===== config.mk =====
export PLATFORM = sky130hd
export DESIGN_NAME = dma_chan_status
export DESIGN_NICKNAME = d
export VERILOG_FILES = /design/src/dma_chan_status.v /design/src/progress_counter.v
export VERILOG_INCLUDE_DIRS = /design/src
export SDC_FILE = /design/constraint.sdc
export NUM_CORES = 1
export LEC_CHECK = 0
export BUFFER_PORTS_ARGS = -buffer_cell sky130_fd_sc_hd__buf_2
export CORE_ASPECT_RATIO = 1.5
export CORE_UTILIZATION = 35
export CTS_CLUSTER_DIAMETER = 40
export CTS_CLUSTER_SIZE = 8
export DETAILED_ROUTE_END_ITERATION = 7
export GPL_ROUTABILITY_DRIVEN = 0
export PLACE_DENSITY_LB_ADDON = 0.2
export SKIP_CTS_REPAIR_TIMING = 1
export SYNTH_ARGS = -nofsm -noshare
export SYNTH_HDL_FRONTEND = slang
export SYNTH_SLANG_ARGS = --single-unit
export TNS_END_PERCENT = 30

===== constraint.sdc =====
create_clock -name sys_clk -period 8.8 [get_ports sys_clk]
set_input_delay 0.88 -clock sys_clk [delete_from_list [all_inputs] [get_ports sys_clk]]
set_output_delay 0.88 -clock sys_clk [all_outputs]
set_load 0.1 [all_outputs]

===== src/dma_chan_regs.vh =====
`ifndef DMA_CHAN_REGS_VH
`define DMA_CHAN_REGS_VH

// Register byte offsets, one aligned 32-bit word each
`define OFS_INT_CTRL   8'h00
`define OFS_SRC_START  8'h04
`define OFS_DST_START  8'h08
`define OFS_SRC_SIZE   8'h0c
`define OFS_DST_SIZE   8'h10
`define OFS_SRC_PROG   8'h14
`define OFS_DST_PROG   8'h18
`define OFS_CELL_SIZE  8'h1c
`define OFS_ABORT_CFG  8'h20

// Interrupt control layout: flags low byte, enables third byte
`define INT_FLAG_LSB   0
`define INT_EN_LSB     16
`define EV_SRC_DONE    7
`define EV_SRC_HALF    6
`define EV_DST_DONE    5
`define EV_DST_HALF    4
`define EV_BLOCK_DONE  3
`define EV_CELL_DONE   2
`define EV_ABORT       1
`define EV_ADDR_ERR    0

// Abort configuration layout
`define ABORT_SEL_LSB  8
`define ABORT_EN_BIT   0

// Reset values
`define RST_WORD       32'h0000_0000
`define RST_BYTE       8'h00
`define RST_HALF       16'h0000

`endif


===== src/dma_chan_status.v =====
// How it works
// - Eight writable interrupt enables in bits 23..16, one enables.
// - Source done flag sets when source pointer equals source size.
// - Source half flag sets when source pointer reaches half size.
// - Destination done flag sets when destination pointer equals its size.
// - Destination half flag sets at half the destination size.
// - Block done sets after larger size moved, or on pattern match.
// - Cell done sets each time a full cell has moved.
// - Abort flag sets when selected abort source aborts the transfer.
// - Address error flag sets on bad source or destination address.
// - Interrupt control reads zero in bits 31..24 and 15..8.
// - Source size zero means 65536 bytes; upper bits read zero.
// - Destination size zero means 65536 bytes; upper bits read zero.
// - Read-only source pointer resets zero, cleared on pattern detect.
// - Cell size gives bytes per start event, zero means 65536.
// - Read-only destination pointer shows current byte index.
//
// Design decisions made here: the register offsets and the APB register port.
`timescale 1ns/100ps
`include "dma_chan_regs.vh"

module dma_chan_status #(
  parameter CNT_W   = 16,
  parameter NUM_IRQ = 256,
  parameter SEL_W   = 8
) (
  input  wire               sys_clk,
  input  wire               rst_n,
  // APB slave
  input  wire               psel,
  input  wire               penable,
  input  wire               pwrite,
  input  wire [7:0]         paddr,
  input  wire [31:0]        pwdata,
  output wire               pready,
  output reg  [31:0]        prdata,
  output reg                pslverr,
  // Transfer engine side
  input  wire               byte_stb,
  input  wire               pattern_hit,
  input  wire               src_addr_bad,
  input  wire               dst_addr_bad,
  input  wire               chan_active,
  input  wire [NUM_IRQ-1:0] irq_lines,
  output reg                xfer_abort,
  output reg  [31:0]        src_start,
  output reg  [31:0]        dst_start,
  output wire [CNT_W-1:0]   src_progress,
  output wire [CNT_W-1:0]   dst_progress,
  output wire [CNT_W-1:0]   cell_progress,
  output wire               chan_irq
);

  // Reset release through two flops, assertion stays asynchronous
  reg rst_meta_r;
  reg rst_sync_n;
  always @(posedge sys_clk or negedge rst_n) begin
    if (!rst_n) begin
      rst_meta_r <= 1'b0;
      rst_sync_n <= 1'b0;
    end else begin
      rst_meta_r <= 1'b1;
      rst_sync_n <= rst_meta_r;
    end
  end

  // Address decode shared by write and error paths
  function map_hit;
    input [7:0] a;
    begin
      case (a)
        `OFS_INT_CTRL, `OFS_SRC_START, `OFS_DST_START,
        `OFS_SRC_SIZE, `OFS_DST_SIZE, `OFS_SRC_PROG,
        `OFS_DST_PROG, `OFS_CELL_SIZE, `OFS_ABORT_CFG: map_hit = 1'b1;
        default: map_hit = 1'b0;
      endcase
    end
  endfunction

  // Configuration and status storage
  reg [7:0]       irq_en_r;
  reg [7:0]       flag_r;
  wire [7:0]      flag_nxt;
  reg [CNT_W-1:0] src_size_r;
  reg [CNT_W-1:0] dst_size_r;
  reg [CNT_W-1:0] cell_size_r;
  reg [SEL_W-1:0] abort_irq_select;
  reg             abort_src_en_r;

  // Zero wait states: read data is fetched in the setup cycle
  assign pready = 1'b1;

  // Unmapped writes fall out here, so they never reach storage
  wire setup_ph  = psel & ~penable;
  wire wr_commit = psel & penable & pready & pwrite & map_hit(paddr);
  wire int_wr    = wr_commit & (paddr == `OFS_INT_CTRL);

  // Zero means full 64K span, carried in one extra bit
  function [CNT_W:0] span_of;
    input [CNT_W-1:0] sz;
    begin
      span_of = {(sz == {CNT_W{1'b0}}), sz};
    end
  endfunction

  wire [CNT_W:0] src_span  = span_of(src_size_r);
  wire [CNT_W:0] dst_span  = span_of(dst_size_r);
  wire [CNT_W:0] cell_span = span_of(cell_size_r);
  wire [CNT_W:0] blk_span  = (src_span > dst_span) ? src_span : dst_span;

  wire src_done;
  wire src_half;
  wire dst_done;
  wire dst_half;
  wire cell_done;
  wire blk_done;

  // Abort only counts while the channel is actually moving data
  // selected source aborts
  wire abort_hit = abort_src_en_r & chan_active & irq_lines[abort_irq_select];

  // Block end and abort restart every pointer; pattern restarts source and cell
  wire clr_all = blk_done | abort_hit;
  wire clr_src = clr_all | pattern_hit;

  progress_counter #(.CNT_W(CNT_W)) u_src (
    .sys_clk (sys_clk),
    .rst_n   (rst_sync_n),
    .clr     (clr_src),
    .step    (byte_stb),
    .size    (src_span),
    .ptr_r   (src_progress),
    .done_r  (src_done),
    .half_r  (src_half)
  );

  progress_counter #(.CNT_W(CNT_W)) u_dst (
    .sys_clk (sys_clk),
    .rst_n   (rst_sync_n),
    .clr     (clr_all),
    .step    (byte_stb),
    .size    (dst_span),
    .ptr_r   (dst_progress),
    .done_r  (dst_done),
    .half_r  (dst_half)
  );

  progress_counter #(.CNT_W(CNT_W)) u_cell (
    .sys_clk (sys_clk),
    .rst_n   (rst_sync_n),
    .clr     (clr_src),
    .step    (byte_stb),
    .size    (cell_span),
    .ptr_r   (cell_progress),
    .done_r  (cell_done),
    .half_r  ()
  );

  // Block counter is internal only, its pointer is not visible
  progress_counter #(.CNT_W(CNT_W)) u_blk (
    .sys_clk (sys_clk),
    .rst_n   (rst_sync_n),
    .clr     (clr_all),
    .step    (byte_stb),
    .size    (blk_span),
    .ptr_r   (),
    .done_r  (blk_done),
    .half_r  ()
  );

  // Event vector in flag bit order
  wire [7:0] ev;
  assign ev[`EV_SRC_DONE]   = src_done;
  assign ev[`EV_SRC_HALF]   = src_half;
  assign ev[`EV_DST_DONE]   = dst_done;
  assign ev[`EV_DST_HALF]   = dst_half;
  assign ev[`EV_BLOCK_DONE] = blk_done | pattern_hit;
  assign ev[`EV_CELL_DONE]  = cell_done;
  assign ev[`EV_ABORT]      = abort_hit;
  assign ev[`EV_ADDR_ERR]   = src_addr_bad | dst_addr_bad;

  // Per-flag next state; an event in the clearing cycle is kept
  wire [7:0] irq_vec;
  genvar gi;
  generate
    for (gi = 0; gi < 8; gi = gi + 1) begin : g_flag
      // A zero written clears the bit, a one leaves it alone
      wire zero_wr = int_wr & ~pwdata[`INT_FLAG_LSB + gi];
      assign flag_nxt[gi] = ev[gi] | (flag_r[gi] & ~zero_wr);
      // Enable gates only the request, never the flag itself
      assign irq_vec[gi]  = flag_r[gi] & irq_en_r[gi];
    end
  endgenerate

  always @(posedge sys_clk or negedge rst_sync_n) begin
    if (!rst_sync_n) begin
      flag_r <= `RST_BYTE;
    end else begin
      flag_r <= flag_nxt;
    end
  end

  assign chan_irq = |irq_vec;

  // Abort notice to the engine, one cycle after the source fires
  always @(posedge sys_clk or negedge rst_sync_n) begin
    if (!rst_sync_n) begin
      xfer_abort <= 1'b0;
    end else begin
      xfer_abort <= abort_hit;
    end
  end

  // Register writes, taken only in the access phase
  always @(posedge sys_clk or negedge rst_sync_n) begin
    if (!rst_sync_n) begin
      irq_en_r         <= `RST_BYTE;
      src_start        <= `RST_WORD;
      dst_start        <= `RST_WORD;
      src_size_r       <= `RST_HALF;
      dst_size_r       <= `RST_HALF;
      cell_size_r      <= `RST_HALF;
      abort_irq_select <= {SEL_W{1'b0}};
      abort_src_en_r   <= 1'b0;
    end else if (wr_commit) begin
      case (paddr)
        `OFS_INT_CTRL:  irq_en_r <= pwdata[`INT_EN_LSB +: 8];
        `OFS_SRC_START: src_start <= pwdata;
        `OFS_DST_START: dst_start <= pwdata;
        `OFS_SRC_SIZE:  src_size_r <= pwdata[CNT_W-1:0];
        `OFS_DST_SIZE:  dst_size_r <= pwdata[CNT_W-1:0];
        `OFS_CELL_SIZE: cell_size_r <= pwdata[CNT_W-1:0];
        `OFS_ABORT_CFG: begin
          abort_irq_select <= pwdata[`ABORT_SEL_LSB +: SEL_W];
          abort_src_en_r   <= pwdata[`ABORT_EN_BIT];
        end
        // Pointer registers ignore writes
        default: abort_src_en_r <= abort_src_en_r;
      endcase
    end
  end

  // Read mux; unused bits read zero
  reg [31:0] rd_mux;
  always @* begin
    rd_mux = 32'h0000_0000;
    case (paddr)
      `OFS_INT_CTRL: begin
        rd_mux[`INT_EN_LSB +: 8]   = irq_en_r;
        rd_mux[`INT_FLAG_LSB +: 8] = flag_r;
      end
      `OFS_SRC_START: rd_mux = src_start;
      `OFS_DST_START: rd_mux = dst_start;
      `OFS_SRC_SIZE:  rd_mux[CNT_W-1:0] = src_size_r;
      `OFS_DST_SIZE:  rd_mux[CNT_W-1:0] = dst_size_r;
      `OFS_SRC_PROG:  rd_mux[CNT_W-1:0] = src_progress;
      `OFS_DST_PROG:  rd_mux[CNT_W-1:0] = dst_progress;
      `OFS_CELL_SIZE: rd_mux[CNT_W-1:0] = cell_size_r;
      `OFS_ABORT_CFG: begin
        rd_mux[`ABORT_SEL_LSB +: SEL_W] = abort_irq_select;
        rd_mux[`ABORT_EN_BIT]           = abort_src_en_r;
      end
      default: rd_mux = 32'h0000_0000;
    endcase
  end

  // Read data and error captured at setup, so both stand from a flop
  // Trade-off: pointers are sampled one cycle before the access edge
  always @(posedge sys_clk or negedge rst_sync_n) begin
    if (!rst_sync_n) begin
      prdata  <= `RST_WORD;
      pslverr <= 1'b0;
    end else if (setup_ph) begin
      prdata  <= pwrite ? 32'h0000_0000 : rd_mux;
      pslverr <= ~map_hit(paddr);
    end
  end

endmodule // dma_chan_status


===== src/progress_counter.v =====
`timescale 1ns/100ps
// Byte pointer that wraps at a programmed size and reports done and midpoint
module progress_counter #(
  parameter CNT_W = 16
) (
  input  wire             sys_clk,
  input  wire             rst_n,
  input  wire             clr,
  input  wire             step,
  input  wire [CNT_W:0]   size,
  output reg  [CNT_W-1:0] ptr_r,
  output reg              done_r,
  output reg              half_r
);

  wire [CNT_W:0] ptr_inc = {1'b0, ptr_r} + {{CNT_W{1'b0}}, 1'b1};
  wire [CNT_W:0] mid     = size >> 1;

  // Clear beats a step in the same cycle, the pointer restarts either way
  always @(posedge sys_clk or negedge rst_n) begin
    if (!rst_n) begin
      ptr_r  <= {CNT_W{1'b0}};
      done_r <= 1'b0;
      half_r <= 1'b0;
    end else begin
      done_r <= 1'b0;
      half_r <= 1'b0;
      if (clr) begin
        ptr_r <= {CNT_W{1'b0}};
      end else if (step) begin
        // Size of one has no midpoint, so mid of zero never matches
        half_r <= (ptr_inc == mid);
        if (ptr_inc == size) begin
          ptr_r  <= {CNT_W{1'b0}};
          done_r <= 1'b1;
        end else begin
          ptr_r <= ptr_inc[CNT_W-1:0];
        end
      end
    end
  end

endmodule // progress_counter


[Word-level counts from Yosys, hierarchy flattened]
Index checks and enable logic that the tools add are counted.
Storage, ports and cells
  flip-flop bits (word level): 243
  bits in latches: 0
  memory bits (writable): 0
  bits in read-only memories: 0
  bits of input ports: 306
  output and inout bits: 148
  word-level logic and storage cells: 159
  memories: 0
Operators by class
  $add $sub $neg: 4
  multipliers: 0
  div/mod/pow operators: 0
  magnitude comparators: 2
  equal/unequal tests: 14
  shift-type cells: 0
  multiplexer cells: 39
  bitwise logic cells: 61
  reductions and logical operators: 15
Operators by type and width (count)
  2-to-1 mux 16 bit: 12
  adder 16 x 1 -> 17 bit, second input constant: 4
  equality test 17 bit: 4
  one-hot mux 8 bit (8 select lines): 1
  one-hot mux 7 bit (8 select lines): 1
  zero test 16 bit: 3
  equality test 17 x 16 -> 1 bit: 2
  equality test 8 x 5 -> 1 bit, second input constant: 4
  2-to-1 mux 32 bit: 1
  bitwise AND 1 bit: 31
  one-hot mux 8 bit (3 select lines): 1
  2-to-1 mux 1 bit: 19
  inverter 1 bit: 18
  greater-than comparator 17 bit: 1
  2-to-1 mux 17 bit: 1
  equality test 8 x 4 -> 1 bit, second input constant: 2
  one-hot mux 8 bit (2 select lines): 1
  AND reduction 2 bit: 7
  bitwise OR 1 bit: 12
  < comparator 8 x 9 -> 1 bit, second input constant: 1
  one-hot mux 1 bit (9 select lines): 1
  OR reduction 9 bit: 1
  binary-select mux 1 bit (select 8 bit): 1
  equality test 8 x 3 -> 1 bit, second input constant: 1
  4 further kinds: 5

[Longest topological paths before layout]
  depth after elaboration: 9
  gate-level depth with buffers: 19
  gate-level depth less buffers: 14

[Cells and area by module]
From an unflattened synthesis, not the netlist that was laid out.
Second synthesis, totals
  cells, all modules: 2065
  area, all modules: 19926.6 µm²
By module, submodules not included
  dma_chan_status: instances 1, cells each 877, area each 10437.5 µm², sequential area each 4329.2 µm²
  progress_counter: instances 4, cells each 297, area each 2372.3 µm², sequential area each 450.4 µm²

[Least setup slack after synthesis]
OpenSTA, ideal clock, no wires.
  path type: reg-to-reg
  start point: register dst_size_r[1]
  end point: register u_blk.ptr_r[1]
  library setup time: 122 ps
  arrival time: 4172 ps
  data required time: 8678 ps
  slack: 4506 ps
  cell stages (with the launch flop): 18
  path buffers: 4
  period minus slack after synthesis: 4294 ps
  cells stage by stage: dfrtp_1 clkbuf_1 nor4_1 nand4_1 ha_1 nand3_1 nor4b_1 and2_1 buf_2 buf_1 clkbuf_1 o21ai_0 o211ai_1 nor2_1 a2111oi_0 nand4_1 or2_0 a32o_1
Between the ends
  longest elaborated chain between the ends: 7
RTL lines
  start: declaration: RTL line dma_chan_status.v:85  | reg [CNT_W-1:0] dst_size_r;
  start signal: assignment: RTL line dma_chan_status.v:221  | dst_size_r <= `RST_HALF;
  start signal: assignment: RTL line dma_chan_status.v:231  | `OFS_DST_SIZE: dst_size_r <= pwdata[CNT_W-1:0];
  zero test 16 bit: RTL line dma_chan_status.v:102  | span_of = {(sz == {CNT_W{1'b0}}), sz};
  greater-than comparator 17 bit: RTL line dma_chan_status.v:109  | wire [CNT_W:0] blk_span = (src_span > dst_span) ? src_span : dst_span;
  2-to-1 mux 17 bit *: RTL line dma_chan_status.v:109
  equality test 17 bit *: RTL line progress_counter.v:33  | if (ptr_inc == size) begin
  2-to-1 mux 16 bit *: RTL line progress_counter.v:33
  2-to-1 mux 16 bit *: RTL line progress_counter.v:30  | end else if (step) begin
  2-to-1 mux 16 bit *: RTL line progress_counter.v:28  | if (clr) begin
  end signal: assignment: RTL line progress_counter.v:29  | ptr_r <= {CNT_W{1'b0}};
  end signal: assignment: RTL line progress_counter.v:34  | ptr_r <= {CNT_W{1'b0}};
  end signal: assignment: RTL line progress_counter.v:37  | ptr_r <= ptr_inc[CNT_W-1:0];
  end: declaration: RTL line progress_counter.v:11  | output reg [CNT_W-1:0] ptr_r,
Mark *: on every way between the ends. The rest lies on a longest branch, timed or not. The select of a mux whose other input is x is not followed.
A chain may end at the register's enable or synchronous reset.

[Worst setup path after layout]
  start point: register dst_size_r[15]
  end point: register u_blk.ptr_r[1]
Same word-level chain as after synthesis.

==> flow_metrics.tcl <==
set metrics [dict create \
    status "finished, final reports clean" \
    syn_to_final_growth_pct 24.4 \
    critical_path.endpoint_type "register" \
    place_area_mm2 0.0190 \
    maxCapViolations 0 \
    ys_warn_count 0 \
    fillers 4478 \
    core_area_mm2 0.0458 \
    finalHoldViolCount 0 \
    cts_tree "yes" \
    netSwitchingFraction_pct 32.1 \
    power.density_mw_per_mm2 168 \
    start_kind "register" \
    fp.dieArea_mm2 0.0473 \
    slew_viol_final 0 \
    worstPathArrival_ns 6.17 \
    r2r-start "dst_size_r[15]" \
    finClkSkew_ns 0.0187 \
    antenna_left 0 \
    combPwrFrac_pct 20.4 \
    max_freq_mhz 174 \
    cts_buffer_depth 3 \
    path_max_fanout 27 \
    netlist_instances 1635 \
    finalCritPeriodShare_pct 65.3 \
    switchingPower_w 0.00109 \
    worst_ep_required_time_ns 9.23 \
    async_flop_share_pct 100 \
    synth-main-ff-cell "dfrtp_1" \
    grt_overflow 0 \
    row_count 96 \
    clkPwrFrac_pct 42.5 \
    grt_max_degree 70 \
    worst_pin_slew_ns 1.24 \
    portBuffers 452 \
    netlist_area_mm2 0.0163 \
    totalNegativeSetupSlack_ns 0 \
    drt_iter0_markers 1532 \
    rrSetupSlack_ns 3.05 \
    rsz0062_at_grt "no" \
    setup_violations 0 \
    reg2reg_depth 13 \
    cts-root-buf "clkbuf_16" \
    layout-drive-gt1-share_pct 36.4 \
    slew_headroom_pct 17.2 \
    hold_path.class "input port to async pin" \
    antenna_found_initial 10 \
    numCtsBuffers 40 \
    yosysTopAreaCell "dfrtp_1" \
    num_vias 16100 \
    vdd_drop_max_mv 0.117 \
    insertion_delay_ns 0.55 \
    grt_pass1_wl_mm 104 \
    wl_per_cell_um 26.8 \
    h-tree-depth 2 \
    start_util_pct 35.5 \
    ys_types 73 \
    synth.avg_cell_area_um2 9.95 \
    post-route-drc-count 0 \
    synth-seq-area-share_pct 37.4 \
    clk_pin_slew_worst_paths_ns 0.05 \
    track_usage_pct 29.6 \
    pwr-share-seq_pct 37.1 \
    drt-total-wl_mm 70.9 \
    viasPerCell 6.08 \
    dpl.hpwl_mm 54.5 \
    p_leak_nw 9.25 \
    r2r-end "u_blk.ptr_r[1]" \
    die_y_um 266 \
    min_period_ns 5.75 \
    synthTopCellsByArea "dfrtp_1 37%, mux4_2 9.0%, mux2_2 8.0%" \
    fin_area_mm2 0.0202 \
    layout.nets 2359 \
    ios 454 \
    first_global_vias 16000 \
    ys_seq_elements 243 \
    path_class "register to register" \
    synth_edf_count 0 \
    clkSinkCount 243 \
    yosysTopAreaCellShare_pct 37.4 \
    intPower_w 0.00231 \
    die_w_um 178 \
    dr.pass1.iters 7 \
]
final cells by class:
class	instances	area, µm²	area share [%]
clock inverter	9	105	0.520
inverter	31	116	0.575
sequential	243	6090	30.1
multi-input combinational	1237	9610	47.5
clock buffer	50	1090	5.38
timing repair buffer	479	2460	12.2
antenna	5	12.5	0.0619
tap	588	736	3.64
cell families (layout without fill, tap and decap cells):
| group | Yosys count | in the layout | synth area share [%] |
|---|---|---|---|
| buffers and inverters | 156 | 569 | 3.96 |
| other | 1 | 7 | 0.0231 |
| adder cells (fa/ha/maj) | 21 | 21 | 1.62 |
| multiplexers | 181 | 181 | 17.0 |
| AND/OR/NAND/NOR | 513 | 513 | 16.4 |
| flip-flops | 243 | 243 | 37.4 |
| AO/OA/AOI/OAI | 384 | 384 | 16.2 |
| XOR/XNOR | 136 | 136 | 7.33 |
per-stage QoR:
stage	cells	power (W)	hold slack, ns	utilization [%]	setup WS [ns]
after detailed placement	2578	0.00196	0.337	41.6	3.08
after global placement	2578	0.00195	0.338	41.6	3.20
after global routing	2639	0.00353	0.109	44.2	2.72
after floorplan	1636	0.00171	0.331	-	1.53
after CTS	2637	0.00341	0.106	44.2	3.04
final	2642	0.00340	0.118	44.2	3.05
registers in the layout (all words and copies together), names as in the netlist, 8 cells and up:
name,count
u_src.ptr_r,16
u_cell.ptr_r,16
u_dst.ptr_r,16
cell_size_r,16
prdata,32
abort_irq_select,8
flag_r,8
src_size_r,16
u_blk.ptr_r,16
src_start,32
irq_en_r,8
dst_size_r,16
dst_start,32
how the worst max path moves through the flow:
stage                         from                   to  slack (ns)  depth (start not counted)
floorplan               rst_sync_n  abort_irq_select[0]        1.53                          0
global placement     dst_size_r[7]       u_blk.ptr_r[1]        3.20                         13
detailed placement   dst_size_r[7]       u_blk.ptr_r[1]        3.08                         12
CTS                  dst_size_r[7]       u_blk.ptr_r[1]        3.04                         12
global route         dst_size_r[7]       u_blk.ptr_r[1]        2.72                         12
finish              dst_size_r[15]       u_blk.ptr_r[1]        3.05                         13
cell usage after synthesis, types with 7 or more instances:
master	n
a21o_1	10
ha_1	21
nand2b_1	22
or4_1	10
nor4_1	34
xnor2_1	89
and2_1	17
a21oi_1	57
buf_2	10
o22ai_1	14
nand4_1	41
nand2_1	127
a22oi_1	87
nand3_1	50
nor2_1	78
mux2_2	115
or3_1	13
inv_1	29
and3_1	19
xor2_1	47
mux4_2	65
a31oi_1	14
o221ai_1	7
dfrtp_1	243
a22o_1	23
nor2b_1	15
a221oi_1	15
a222oi_1	10
o21ai_0	87
clkbuf_1	101
nor3_1	49
o32ai_1	9
cells in the final DEF, fill, tap and decap left out, types with 57 or more instances in the layout:
cell type  Yosys  final
mux2_2       115    115
o21ai_0       87     87
dfrtp_1      243    240
nor2_1        78     75
a21oi_1       57     57
mux4_2        65     65
buf_2         10    452
nand2_1      127    127
xnor2_1       89     89
a22oi_1       87     87
per-layer routing:
| layer | GRT usage, % | part of all wire [%] |
|---|---|---|
| met2 | 48.3 | 48 |
| met3 | 7.95 | 8.9 |
| met1 | 34.3 | 37 |
| met5 | 0.855 | 0.085 |
| met4 | 18.2 | 6.5 |
power groups by stage:
stage | Combinational, W | Sequential (W) | Clock, W
after CTS | 0.000688 | 0.00126 | 0.00147
after floorplan | 0.000393 | 0.00132 | 0
final | 0.000694 | 0.00126 | 0.00145
after global placement | 0.000682 | 0.00127 | 0
after global routing | 0.000743 | 0.00127 | 0.00152
after detailed placement | 0.000684 | 0.00128 | 0
critical path, cell delays in order, from the launching register on:
cell,delay [ns]
dfrtp_1,0.53
nor4_1,0.36
nand4_1,0.31
ha_1,0.46
nand3_1,0.13
nor4b_1,0.47
and2_1,0.82
nor2_1,0.14
a221o_1,0.34
a221o_1,0.32
nor4_1,0.31
nand4_1,0.67
or2_0,0.48
a32o_1,0.27
Note: power is estimated with default switching activity, not from simulation.
